--- config.mk ---
export PLATFORM = sky130hd
export DESIGN_NAME = cop_check
export DESIGN_NICKNAME = d
export VERILOG_FILES = /design/src/logic/cop_pkg.sv /design/src/logic/cop_check.sv
export SDC_FILE = /design/constraint.sdc
export NUM_CORES = 1
export LEC_CHECK = 0
export BUFFER_PORTS_ARGS = -buffer_cell sky130_fd_sc_hd__buf_2
export CORE_MARGIN = 2
export CORE_UTILIZATION = 47
export DETAILED_ROUTE_END_ITERATION = 6
export GPL_TIMING_DRIVEN = 0
export PLACE_DENSITY = 0.85
export SYNTH_ARGS = -nofsm -noshare
export SYNTH_HDL_FRONTEND = slang
export SYNTH_SLANG_ARGS = --single-unit
export TNS_END_PERCENT = 1
--- constraint.sdc ---
create_clock -name clk -period 2.96 [get_ports clk]
set_input_delay 0.296 -clock clk [delete_from_list [all_inputs] [get_ports clk]]
set_output_delay 0.296 -clock clk [all_outputs]
set_load 0.01 [all_outputs]
--- src/logic/cop_pkg.sv ---
// constants and carrier types for the cache-op permission checker
// assumes a single clock domain and an axi4-lite register master
package cop_pkg;
	// register byte addresses (chosen, no documented offsets)
	localparam logic [7:0] ADDR_MCFG = 8'h00;
	localparam logic [7:0] ADDR_SCFG = 8'h04;
	localparam logic [7:0] ADDR_HCFG = 8'h08;
	localparam logic [7:0] ADDR_CTRL = 8'h0c;
	localparam logic [7:0] ADDR_STAT = 8'h10;
	localparam logic [7:0] ADDR_INSN = 8'h14;
	localparam logic [7:0] ADDR_ID = 8'h18;
	// envcfg field positions
	localparam int INV_LO = 4;
	localparam int INV_HI = 5;
	localparam int CF_BIT = 6;
	localparam int ZE_BIT = 7;
	localparam logic [7:0] CFG_RESET = 8'h00;
	localparam logic [7:0] CFG_MASK = 8'hf0;
	localparam logic [1:0] INV_TRAP = 2'h0;
	localparam logic [1:0] INV_FLUSH = 2'h1;
	localparam logic [1:0] INV_RSVD = 2'h2;
	localparam logic [1:0] INV_INVAL = 2'h3;
	localparam logic [31:0] ID_VALUE = 32'h00c0ffee; // arbitrary value
	localparam logic [1:0] RESP_OKAY = 2'h0;
	localparam logic [1:0] RESP_SLVERR = 2'h2;
	// privilege modes
	typedef enum logic [2:0] {
		MODE_M, MODE_S, MODE_U, MODE_VSUP, MODE_VUSR
	} cop_mode_t;
	// operation kinds
	typedef enum logic [2:0] {
		OP_NONE, OP_INVAL, OP_CLEAN, OP_FLUSH, OP_ZERO, OP_PREFETCH
	} cop_op_t;
	// check request
	typedef struct packed {
		logic valid;
		cop_op_t op;
		cop_mode_t mode;
		logic [31:0] insn;
	} cop_req_t;
	// check answer
	typedef struct packed {
		logic valid;
		logic illegal;
		logic virt;
		logic execute;
		logic doFlush;
		logic [31:0] tinst;
		logic trigStore;
		logic resvEvent;
	} cop_rsp_t;
	// trigger attributes offered by the debug logic
	typedef struct packed {
		logic [3:0] trigType;
		logic select;
		logic [3:0] size;
		logic store;
	} cop_trig_t;
endpackage

--- src/logic/cop_check.sv ---
// cache-op permission checker with envcfg registers on axi4-lite
// assumes decode presents one request per cycle, answer one cycle later
//
// Local design decisions: the AXI4-Lite interface to the registers and the register offsets.
`timescale 1ns/1ps
module cop_check
	import cop_pkg::*;
(
	input wire logic clk,
	input wire logic reset,
	input wire logic hypEnabled,
	input wire logic zeroTinst,
	input wire cop_req_t req,
	output cop_rsp_t rsp,
	input wire cop_trig_t trig,
	output logic trigMatchOk,
	input wire logic remoteCmoHit,
	input wire cop_op_t remoteOp,
	output logic resvSatisfy,
	input wire logic [7:0] s_axi_awaddr,
	input wire logic s_axi_awvalid,
	output logic s_axi_awready,
	input wire logic [31:0] s_axi_wdata,
	input wire logic [3:0] s_axi_wstrb,
	input wire logic s_axi_wvalid,
	output logic s_axi_wready,
	output logic [1:0] s_axi_bresp,
	output logic s_axi_bvalid,
	input wire logic s_axi_bready,
	input wire logic [7:0] s_axi_araddr,
	input wire logic s_axi_arvalid,
	output logic s_axi_arready,
	output logic [31:0] s_axi_rdata,
	output logic [1:0] s_axi_rresp,
	output logic s_axi_rvalid,
	input wire logic s_axi_rready
);
	logic [7:0] mCfg_r, sCfg_r, hCfg_r;
	logic [7:0] mCfg_nxt, sCfg_nxt, hCfg_nxt;
	logic [7:0] awAddr_r, arAddr_r;
	logic awHeld_r, wHeld_r;
	logic [31:0] wData_r;
	logic [3:0] wStrb_r;
	logic [1:0] bResp_r;
	logic bValid_r, rValid_r;
	logic [31:0] rData_r;
	logic [1:0] rResp_r;
	logic zeroT_r;
	logic [7:0] trapCnt_r, trapCnt_nxt;
	cop_rsp_t rsp_r, rsp_nxt;

	// legalise a write: reserved invalidate code keeps the previous field
	function automatic logic [7:0] legalise(input logic [7:0] old,
		input logic [7:0] wr);
		logic [7:0] v;
		v = wr & CFG_MASK;
		if (v[INV_HI:INV_LO] == INV_RSVD)
			v[INV_HI:INV_LO] = old[INV_HI:INV_LO];
		return v;
	endfunction

	// invalidate field test, used for every register
	function automatic logic invIs(input logic [7:0] c, input logic [1:0] k);
		return c[INV_HI:INV_LO] == k;
	endfunction

	// --- bus write path: address and data taken in either order
	wire doWrite = awHeld_r && wHeld_r && !bValid_r;
	wire wrMapped = awAddr_r == ADDR_MCFG || awAddr_r == ADDR_SCFG ||
		awAddr_r == ADDR_HCFG || awAddr_r == ADDR_CTRL;
	wire wrLow = doWrite && wrMapped && wStrb_r[0];
	assign s_axi_awready = !awHeld_r;
	assign s_axi_wready = !wHeld_r;
	assign s_axi_bvalid = bValid_r;
	assign s_axi_bresp = bResp_r;

	// only the low lane carries config bits, upper lanes are ignored
	assign mCfg_nxt = (wrLow && awAddr_r == ADDR_MCFG) ?
		legalise(mCfg_r, wData_r[7:0]) : mCfg_r;
	assign sCfg_nxt = (wrLow && awAddr_r == ADDR_SCFG) ?
		legalise(sCfg_r, wData_r[7:0]) : sCfg_r;
	// hypervisor register reads zero and drops writes when absent
	assign hCfg_nxt = !hypEnabled ? CFG_RESET :
		(wrLow && awAddr_r == ADDR_HCFG) ?
		legalise(hCfg_r, wData_r[7:0]) : hCfg_r;

	// bus write handshake
	always_ff @(posedge clk) begin
		if (reset) begin
			awHeld_r <= 1'b0;
			wHeld_r <= 1'b0;
			awAddr_r <= 8'h00;
			wData_r <= 32'h0;
			wStrb_r <= 4'h0;
			bValid_r <= 1'b0;
			bResp_r <= RESP_OKAY;
		end else begin
			if (s_axi_awvalid && !awHeld_r) begin
				awHeld_r <= 1'b1;
				awAddr_r <= s_axi_awaddr;
			end
			if (s_axi_wvalid && !wHeld_r) begin
				wHeld_r <= 1'b1;
				wData_r <= s_axi_wdata;
				wStrb_r <= s_axi_wstrb;
			end
			if (doWrite) begin
				bValid_r <= 1'b1;
				bResp_r <= wrMapped ? RESP_OKAY : RESP_SLVERR;
			end else if (bValid_r && s_axi_bready) begin
				bValid_r <= 1'b0;
				awHeld_r <= 1'b0;
				wHeld_r <= 1'b0;
			end
		end
	end

	// config registers and control bit
	always_ff @(posedge clk) begin
		if (reset) begin
			mCfg_r <= CFG_RESET;
			sCfg_r <= CFG_RESET;
			hCfg_r <= CFG_RESET;
			zeroT_r <= 1'b0;
		end else begin
			mCfg_r <= mCfg_nxt;
			sCfg_r <= sCfg_nxt;
			hCfg_r <= hCfg_nxt;
			if (wrLow && awAddr_r == ADDR_CTRL)
				zeroT_r <= wData_r[0];
		end
	end

	// --- bus read path
	wire [31:0] rdMux =
		(s_axi_araddr == ADDR_MCFG) ? {24'h0, mCfg_r} :
		(s_axi_araddr == ADDR_SCFG) ? {24'h0, sCfg_r} :
		(s_axi_araddr == ADDR_HCFG) ? {24'h0, hCfg_r} :
		(s_axi_araddr == ADDR_CTRL) ? {31'h0, zeroT_r} :
		(s_axi_araddr == ADDR_STAT) ? {23'h0, hypEnabled, trapCnt_r} :
		(s_axi_araddr == ADDR_INSN) ? rsp_r.tinst :
		(s_axi_araddr == ADDR_ID) ? ID_VALUE : 32'h0;
	wire rdMapped = s_axi_araddr <= ADDR_ID && s_axi_araddr[1:0] == 2'h0;
	assign s_axi_arready = !rValid_r;
	assign s_axi_rvalid = rValid_r;
	assign s_axi_rdata = rData_r;
	assign s_axi_rresp = rResp_r;

	// read answer one cycle after address taken
	always_ff @(posedge clk) begin
		if (reset) begin
			rValid_r <= 1'b0;
			rData_r <= 32'h0;
			rResp_r <= RESP_OKAY;
		end else if (s_axi_arvalid && !rValid_r) begin
			rValid_r <= 1'b1;
			rData_r <= rdMapped ? rdMux : 32'h0;
			rResp_r <= rdMapped ? RESP_OKAY : RESP_SLVERR;
		end else if (rValid_r && s_axi_rready) begin
			rValid_r <= 1'b0;
		end
	end

	// --- permission decode
	wire isM = req.mode == MODE_M;
	wire isU = req.mode == MODE_U;
	wire isVSup = req.mode == MODE_VSUP;
	wire isVUsr = req.mode == MODE_VUSR;
	// sCfg governs only the user-level modes MODE_U and MODE_VUSR; hCfg reads zero when absent
	wire [7:0] hEff = hypEnabled ? hCfg_r : CFG_RESET;

	wire invIll = (!isM && invIs(mCfg_r, INV_TRAP)) ||
		(isU && invIs(sCfg_r, INV_TRAP));
	wire invVirt = (isVSup && invIs(hEff, INV_TRAP)) ||
		(isVUsr && (invIs(hEff, INV_TRAP) ||
		invIs(sCfg_r, INV_TRAP)));
	// machine mode never reaches a flush term, so it stays a true invalidate
	wire invFl = (!isM && invIs(mCfg_r, INV_FLUSH)) ||
		(isU && invIs(sCfg_r, INV_FLUSH)) ||
		(isVSup && invIs(hEff, INV_FLUSH)) ||
		(isVUsr && (invIs(hEff, INV_FLUSH) ||
		invIs(sCfg_r, INV_FLUSH)));

	wire cfIll = (!isM && !mCfg_r[CF_BIT]) ||
		(isU && !sCfg_r[CF_BIT]);
	wire cfVirt = (isVSup && !hEff[CF_BIT]) ||
		(isVUsr && !(hEff[CF_BIT] && sCfg_r[CF_BIT]));
	wire zIll = (!isM && !mCfg_r[ZE_BIT]) ||
		(isU && !sCfg_r[ZE_BIT]);
	wire zVirt = (isVSup && !hEff[ZE_BIT]) ||
		(isVUsr && !(hEff[ZE_BIT] && sCfg_r[ZE_BIT]));

	logic ill, virt;
	// select by operation; prefetch has no trap path at all
	always_comb begin
		ill = 1'b0;
		virt = 1'b0;
		case (req.op)
			OP_INVAL: begin
				ill = invIll;
				virt = !invIll && invVirt;
			end
			OP_CLEAN, OP_FLUSH: begin
				ill = cfIll;
				virt = !cfIll && cfVirt;
			end
			OP_ZERO: begin
				ill = zIll;
				virt = !zIll && zVirt;
			end
			OP_PREFETCH: begin
				ill = 1'b0;
				virt = 1'b0;
			end
			default: begin
				ill = 1'b0;
				virt = 1'b0;
			end
		endcase
	end

	wire isMgmtZero = req.op == OP_INVAL || req.op == OP_CLEAN ||
		req.op == OP_FLUSH || req.op == OP_ZERO;
	// standard transform: keep operation, funct3 and opcode only
	wire [31:0] tStd = {req.insn[31:20], 5'h00, req.insn[14:12], 5'h00,
		req.insn[6:0]};
	wire trapNow = req.valid && (ill || virt);

	always_comb begin
		rsp_nxt = rsp_r;
		rsp_nxt.valid = req.valid && req.op != OP_NONE;
		rsp_nxt.illegal = req.valid && ill;
		rsp_nxt.virt = req.valid && virt;
		rsp_nxt.execute = rsp_nxt.valid && !ill && !virt;
		rsp_nxt.doFlush = req.valid && req.op == OP_INVAL && !ill &&
			!virt && invFl;
		// stores only for management and zero accesses
		rsp_nxt.trigStore = req.valid && isMgmtZero;
		rsp_nxt.resvEvent = 1'b0;
		if (trapNow)
			rsp_nxt.tinst = (zeroTinst || zeroT_r) ? 32'h0 : tStd;
	end
	assign trapCnt_nxt = trapNow ? trapCnt_r + 8'h01 : trapCnt_r;

	// answer register and trap counter
	always_ff @(posedge clk) begin
		if (reset) begin
			rsp_r <= '0;
			trapCnt_r <= 8'h00;
		end else begin
			rsp_r <= rsp_nxt;
			trapCnt_r <= trapCnt_nxt;
		end
	end
	assign rsp = rsp_r;

	// trigger match permission for cache-op accesses
	assign trigMatchOk = trig.trigType == 4'h6 && !trig.select &&
		trig.size == 4'h0 && trig.store;

	// remote management or zero hit counts as a reservation-loop event
	assign resvSatisfy = remoteCmoHit && remoteOp != OP_PREFETCH &&
		remoteOp != OP_NONE;

	// assertions: each answer is judged one edge after its request
	a_inval_machine: assert property (
		@(posedge clk) disable iff (reset)
		req.valid && req.op == OP_INVAL && isM |=>
		rsp.execute && !rsp.doFlush)
		else $error("machine invalidate not true invalidate");
	a_prefetch_notrap: assert property (
		@(posedge clk) disable iff (reset)
		req.valid && req.op == OP_PREFETCH |=> !rsp.illegal && !rsp.virt)
		else $error("prefetch trapped");
	a_inv_illegal: assert property (
		@(posedge clk) disable iff (reset)
		req.valid && req.op == OP_INVAL && isU &&
		sCfg_r[INV_HI:INV_LO] == 2'h0 |=> rsp.illegal)
		else $error("user invalidate missed illegal");
	a_inv_virt: assert property (
		@(posedge clk) disable iff (reset)
		req.valid && req.op == OP_INVAL && isVSup && hypEnabled &&
		mCfg_r[INV_HI:INV_LO] != 2'h0 &&
		hCfg_r[INV_HI:INV_LO] == 2'h0 |=> rsp.virt && !rsp.illegal)
		else $error("guest supervisor invalidate missed virtual trap");
	a_inv_flush: assert property (
		@(posedge clk) disable iff (reset)
		req.valid && req.op == OP_INVAL && isU &&
		mCfg_r[INV_HI:INV_LO] == 2'h1 &&
		sCfg_r[INV_HI:INV_LO] == 2'h3 |=> rsp.doFlush)
		else $error("invalidate did not flush");
	a_cf_illegal: assert property (
		@(posedge clk) disable iff (reset)
		req.valid && req.op == OP_CLEAN && !isM && !mCfg_r[6] |=>
		rsp.illegal)
		else $error("clean missed illegal");
	a_cf_virt: assert property (
		@(posedge clk) disable iff (reset)
		req.valid && req.op == OP_FLUSH && isVUsr && mCfg_r[6] &&
		sCfg_r[6] && !hEff[6] |=> rsp.virt)
		else $error("guest user flush missed virtual trap");
	a_zero_virt: assert property (
		@(posedge clk) disable iff (reset)
		req.valid && req.op == OP_ZERO && isVSup && mCfg_r[7] &&
		!hEff[7] |=> rsp.virt && !rsp.execute)
		else $error("guest supervisor zero missed virtual trap");
	a_zero_illegal: assert property (
		@(posedge clk) disable iff (reset)
		req.valid && req.op == OP_ZERO && isU && !sCfg_r[7] |=>
		rsp.illegal)
		else $error("user zero missed illegal");
	a_tinst_form: assert property (
		@(posedge clk) disable iff (reset)
		trapNow && !zeroTinst && !zeroT_r |=>
		rsp.tinst[19:15] == 5'h0 && rsp.tinst[11:7] == 5'h0 &&
		rsp.tinst[31:20] == $past(req.insn[31:20]))
		else $error("bad transformed instruction");
	a_rsvd_kept: assert property (
		@(posedge clk) disable iff (reset)
		wrLow && awAddr_r == ADDR_MCFG && wData_r[5:4] == 2'h2 |=>
		mCfg_r[5:4] == $past(mCfg_r[5:4]))
		else $error("reserved code stored");
	a_hyp_absent: assert property (
		@(posedge clk) disable iff (reset)
		!hypEnabled |=> hCfg_r == 8'h00)
		else $error("absent hyp register held value");
	c_inv_flush: cover property (@(posedge clk) rsp.doFlush);
	c_virt_trap: cover property (@(posedge clk) rsp.virt);
	c_ill_trap: cover property (@(posedge clk) rsp.illegal);
	c_resv: cover property (@(posedge clk) resvSatisfy);
endmodule

### Yosys cells after proc, flatten, opt, wreduce, memory -nomap -nowiden

Cells that the tools add are included.

* add/subtract/negate cells: 1
* order comparisons: 1
* eq/ne operators: 22
* mux-type cells: 24
* bitwise gates (word level): 2
* reductions and logical operators: 106

Operators with widths (count)
* two-way mux 32 bit: 8
* logical AND 1 bit: 51
* == test 8 x 4 -> 1 bit, second input constant: 4
* == test 8 x 5 -> 1 bit, second input constant: 3
* two-way mux 24 bit: 1
* zero test 1 bit: 19
* logical OR 1 bit: 19
* == test 8 x 3 -> 1 bit, second input constant: 2
* zero test 8 bit: 2
* == test 3 x 2 -> 1 bit, second input constant: 4
* two-way mux 1 bit: 10
* adder 8 x 1 -> 8 bit, second input constant: 1
* less-or-equal comparator 8 x 5 -> 1 bit, second input constant: 1
* zero test 2 bit: 4
* two-way mux 8 bit: 1
* == test 2 x 1 -> 1 bit, second input constant: 3
* == test 3 bit, second input constant: 2
* case mux 1 bit (3 select lines): 2
* AND reduction 2 bit: 3
* nonzero test 3 bit: 2
* == test 4 x 3 -> 1 bit, second input constant: 1
* zero test 4 bit: 1
* two-way mux 2 bit: 2
* nonzero test 2 bit: 2
* 6 further kinds: 8

* flip-flop bits (word level): 117
* bits of input ports: 114
* output and inout port bits: 82
* logic and storage cells: 182

### Logic depth before layout (Yosys ltp)

* word-level depth: 10
* gate-level depth with buffers: 9
* mapped depth without buffers: 6

### Worst setup path before layout

Ideal clock, no wire load.

* path kind: input to register
* from: input req[32] (netlist name)
* to: register trapCnt_r[5]
* setup time: 0.070 ns
* arrival time: 2.245 ns
* slack: 0.645 ns
* cell stages on the path: 8
* buffers on the path: 2
* path through: buf_2 > or3_1 > buf_6 > o21ai_2 > or4b_4 > and3_4 > or4_1 > a21oi_1

* longest elaborated chain between the ends: 9

RTL lines
* start: declaration: line cop_check.sv:13 `input wire cop_req_t req,`
* zero test 3 bit: line cop_check.sv:165 `wire isM = req.mode == MODE_M;`
* zero test 1 bit: line cop_check.sv:172, cop_check.sv:184, cop_check.sv:188
* logical AND 1 bit, on equally long branches: line cop_check.sv:188, cop_check.sv:172, cop_check.sv:184
* logical OR 1 bit, on equally long branches: line cop_check.sv:188, cop_check.sv:172, cop_check.sv:184
* zero test 1 bit, on equally long branches: line cop_check.sv:209, cop_check.sv:201, cop_check.sv:205
* logical AND 1 bit, on equally long branches: line cop_check.sv:209, cop_check.sv:201, cop_check.sv:205
* case mux 1 bit (3 select lines): line cop_check.sv:198 `case (req.op)`
* logical OR 1 bit *: line cop_check.sv:227 `wire trapNow = req.valid && (ill || virt);`
* logical AND 1 bit *: line cop_check.sv:227
* end signal: assignment: line cop_check.sv:252 `trapCnt_r <= trapCnt_nxt;`
* end: declaration: line cop_check.sv:49 `logic [7:0] trapCnt_r, trapCnt_nxt;`

Every way passes the cells marked *; elsewhere a longest branch is shown, timed or not.
A chain may end at the register's enable or synchronous reset.

### Worst setup path after layout

* from: register sCfg_r[6]
* to: register rsp_r, in the netlist rsp[6]

* longest elaborated chain between the ends: 8

RTL lines
* start: declaration: line cop_check.sv:38 `logic [7:0] mCfg_r, sCfg_r, hCfg_r;`
* start signal: assignment: line cop_check.sv:127 `sCfg_r <= sCfg_nxt;`
* zero test 1 bit / logical AND 1 bit (equally long branches): line cop_check.sv:185, cop_check.sv:187
* logical AND 1 bit / zero test 1 bit (equally long branches): line cop_check.sv:185, cop_check.sv:187
* logical OR 1 bit / logical AND 1 bit (equally long branches): line cop_check.sv:184, cop_check.sv:187
* zero test 1 bit / logical OR 1 bit (equally long branches): line cop_check.sv:205, cop_check.sv:186
* logical AND 1 bit: line cop_check.sv:205 `virt = !cfIll && cfVirt;`
* case mux 1 bit (3 select lines): line cop_check.sv:198
* logical OR 1 bit *: line cop_check.sv:227
* logical AND 1 bit *: line cop_check.sv:227
* end signal: assignment: line cop_check.sv:251 `rsp_r <= rsp_nxt;`
* end: declaration: line cop_check.sv:50 `cop_rsp_t rsp_r, rsp_nxt;`

Marks and branches as above.

==> impl_metrics.tcl <==
set metrics [dict create \
    outcome "completed" \
    gp_congestion 0.883 \
    cts-hold-fix-buffers 0 \
    worstHoldStart "s_axi_rready" \
    synth_edf_count 0 \
    dp_worst_setup_slack_ns 0.313 \
    initial_core_util 0.489 \
    grt_start_max_net_pins 17 \
    wl_per_cell_um 15.5 \
    p_clk_frac 0.389 \
    timing.rr.start "sCfg_r[6]$_SDFFE_PP0P_" \
    n_fill_cell 774 \
    slew_headroom 0.326 \
    path_cells "or4b_1 -> a32o_1 -> a2bb2oi_1 -> a31oi_4 -> clkbuf_1 -> o21ai_1" \
    min_period_ns 2.31 \
    cts_setup_buffers 0 \
    core_area_um2 8810 \
    power_frac_seq 0.497 \
    rows 34 \
    yosysTopAreaCell "dfxtp_1" \
    yosys-top-cells-count "94 x dfxtp_1, 55 x nor2_1, 39 x a21oi_1, 39 x nand3_1, 37 x nand2_1" \
    fin_crit_sh 0.782 \
    vdd_ir_drop_max_mv 0.329 \
    port_buffers 137 \
    grt_pass1_vias 4050 \
    cts.reportedPaths.clkPinSlew_ns 0.09 \
    drc 0 \
    dp_hpwl_um 9360 \
    cts_buffers 9 \
    cp_slowest_cell "or4b_1" \
    grt_usage 0.238 \
    start_kind "register" \
    ys_async_sr_fraction 0 \
    powerDensity_nw_per_um2 490 \
    synthCells 515 \
    p_sw_uw 672 \
    syn_area_um2 4310 \
    area_delta_synth_final_pct 26.1 \
    worstPathMaxFanout 10 \
    yosys_warnings 0 \
    p_leak_nw 2.36 \
    sw_frac_of_total 0.252 \
    ant_nets 0 \
    grt_first_pass_wirelength_um 18900 \
    avgSynthCellArea_um2 8.37 \
    worstMarginPinSlew_ns 1.00 \
    cts_tree "done" \
    chipHeight_um 99.8 \
    fmax_mhz 432 \
    worst_slack_ns 0.645 \
    cp.required_ns 3.20 \
    min_path_type "input pin to register" \
    post_cts_resized 0 \
    setup_viol 0 \
    hold_violations 0 \
    drt_iter0_markers 237 \
    slowest_delay_ns 0.52 \
    insertion_delay_ns 0.37 \
    synth_top_cell_area_share 0.437 \
    synth_area_leaders "dfxtp_1 44%, nor2_1 4.8%, mux2i_1 4.6%" \
    synth-seq-cells 94 \
    multiInputGateArea_um2 2160 \
    finalSetupTns_ns 0 \
    p_comb_frac 0.114 \
    drive_above_1_share 0.273 \
    final_util 0.617 \
    routed_wl_um 12200 \
    io_pins 196 \
    cts_root_buffer "clkbuf_8" \
    via_count 4376 \
    cts_sinks 94 \
    routed_via_density 5.53 \
    critical_path_class "register to register" \
    maxCapViolations 0 \
    fin_worst_skew_ns 0.0189 \
    finalMaxSlewViolations 0 \
    arrival_ns 2.56 \
    synthFlopType "dfxtp_1" \
    seq_area_um2 1880 \
    grt_setup_unrepaired "no" \
    grt.overflow.total 0 \
    layout.nets 794 \
    cts-htree-levels 3 \
    cp-end-kind "register" \
    yosysMostFrequentCell "dfxtp_1" \
    clk_path_buf_depth 2 \
    dieArea_um2 9950 \
    synth_cell_types 58 \
    die_w_um 99.8 \
    diodes 0 \
    startpoint "sCfg_r[6]$_SDFFE_PP0P_" \
    antenna_found_initial 1 \
    synth-seq-area-share 0.437 \
    first_pass_iters 6 \
    power.internal_mw 1.99 \
]
[cell type report]
cell class	instances	area share
inverters	16	0.0111
repair buffers	137	0.126
clock inverters	6	0.0212
multi-input cells	375	0.398
well taps	108	0.0249
plain buffers	46	0.0493
clock buffers	10	0.0235
flip-flops and latches	94	0.346
[logic make-up (layout without fill, tap and decap cells)]
family	after synthesis	count (layout)	synth area share
multiplexers	20	20	0.0464
adder cells (fa/ha/maj)	1	1	0.00290
flip-flops	94	94	0.437
XOR/XNOR	2	2	0.00406
other	1	17	0.000870
AND/OR/NAND/NOR	218	218	0.263
buffers and inverters	62	215	0.0761
AO/OA/AOI/OAI	117	117	0.170
[worst paths after layout]
path | to | slack, ns | depth (start not counted)
max | rsp[6]$_SDFFE_PP0P_ | 0.65 | 6
min | s_axi_rvalid$_SDFFE_PP0P_ | 0.10 | 2
max reg2reg | rsp[6]$_SDFFE_PP0P_ | 0.65 | 6
min reg2reg | s_axi_rdata[29]$_SDFFE_PP0P_ | 0.46 | 2
[flip-flops by register name, summed over array words and instances, names as in the netlist]
signal,flops
rsp,28
awHeld_r,1
sCfg_r,4
hCfg_r,4
mCfg_r,4
s_axi_rresp,1
wHeld_r,1
s_axi_bvalid,1
zeroT_r,1
awAddr_r,8
trapCnt_r,8
s_axi_bresp,1
wStrb_r,1
s_axi_rdata,25
wData_r,5
s_axi_rvalid,1
[per-stage QoR]
stage	instance area (µm²)	instances	power [mW]	hold slack [ns]
3_5_place_dp	5190	776	1.65	0.448
3_3_place_gp	5190	776	1.64	0.437
2_1_floorplan	4370	531	1.53	0.395
6_report	5430	792	2.66	0.104
4_1_cts	5430	792	2.66	0.105
5_1_grt	5430	792	2.75	0.109
[placed cells by master (no fill, tap or decap), types with 4 or more instances in the layout]
| master | count |
|---|---|
| o21ai_1 | 25 |
| or4_1 | 4 |
| a22oi_1 | 6 |
| nand4_1 | 5 |
| nor4_1 | 6 |
| mux2i_1 | 20 |
| or3_1 | 6 |
| o21ai_0 | 9 |
| clkbuf_1 | 21 |
| o21a_1 | 4 |
| o31ai_1 | 7 |
| buf_4 | 20 |
| a21oi_1 | 39 |
| nor3_1 | 13 |
| conb_1 | 17 |
| nand3_1 | 39 |
| clkbuf_8 | 9 |
| buf_2 | 141 |
| nand2_1 | 37 |
| nand2b_1 | 26 |
| a21o_1 | 6 |
| nor2_1 | 55 |
| dfxtp_1 | 94 |
| inv_1 | 16 |
| nor2b_1 | 4 |
[worst max-delay path: cells and delay by family, from the launching register on]
kind                   cells  cell delay, ns
DFF                        1            0.36
and+or+nand+nor            1            0.52
buffers and inverters      1            0.40
AOI/OAI and AO/OA          4            0.93
[metal layers]
layer | up-vias | track usage | wire length (µm)
met5 | - | 0 | 13
met1 | 2033 | 0.286 | 5040
met4 | 2 | 0.0948 | 216
li1 | 2119 | - | -
met2 | 196 | 0.408 | 5860
met3 | 26 | 0.0597 | 1120
[power by group through the flow]
stage,combinational (mW),clock (mW),sequential (mW)
after global placement,0.293,0,1.35
after detailed placement,0.299,0,1.35
after global routing,0.332,1.09,1.33
final,0.304,1.04,1.32
after CTS,0.301,1.03,1.32
after floorplan,0.171,0,1.35
Power figures use the tool's default switching activity.
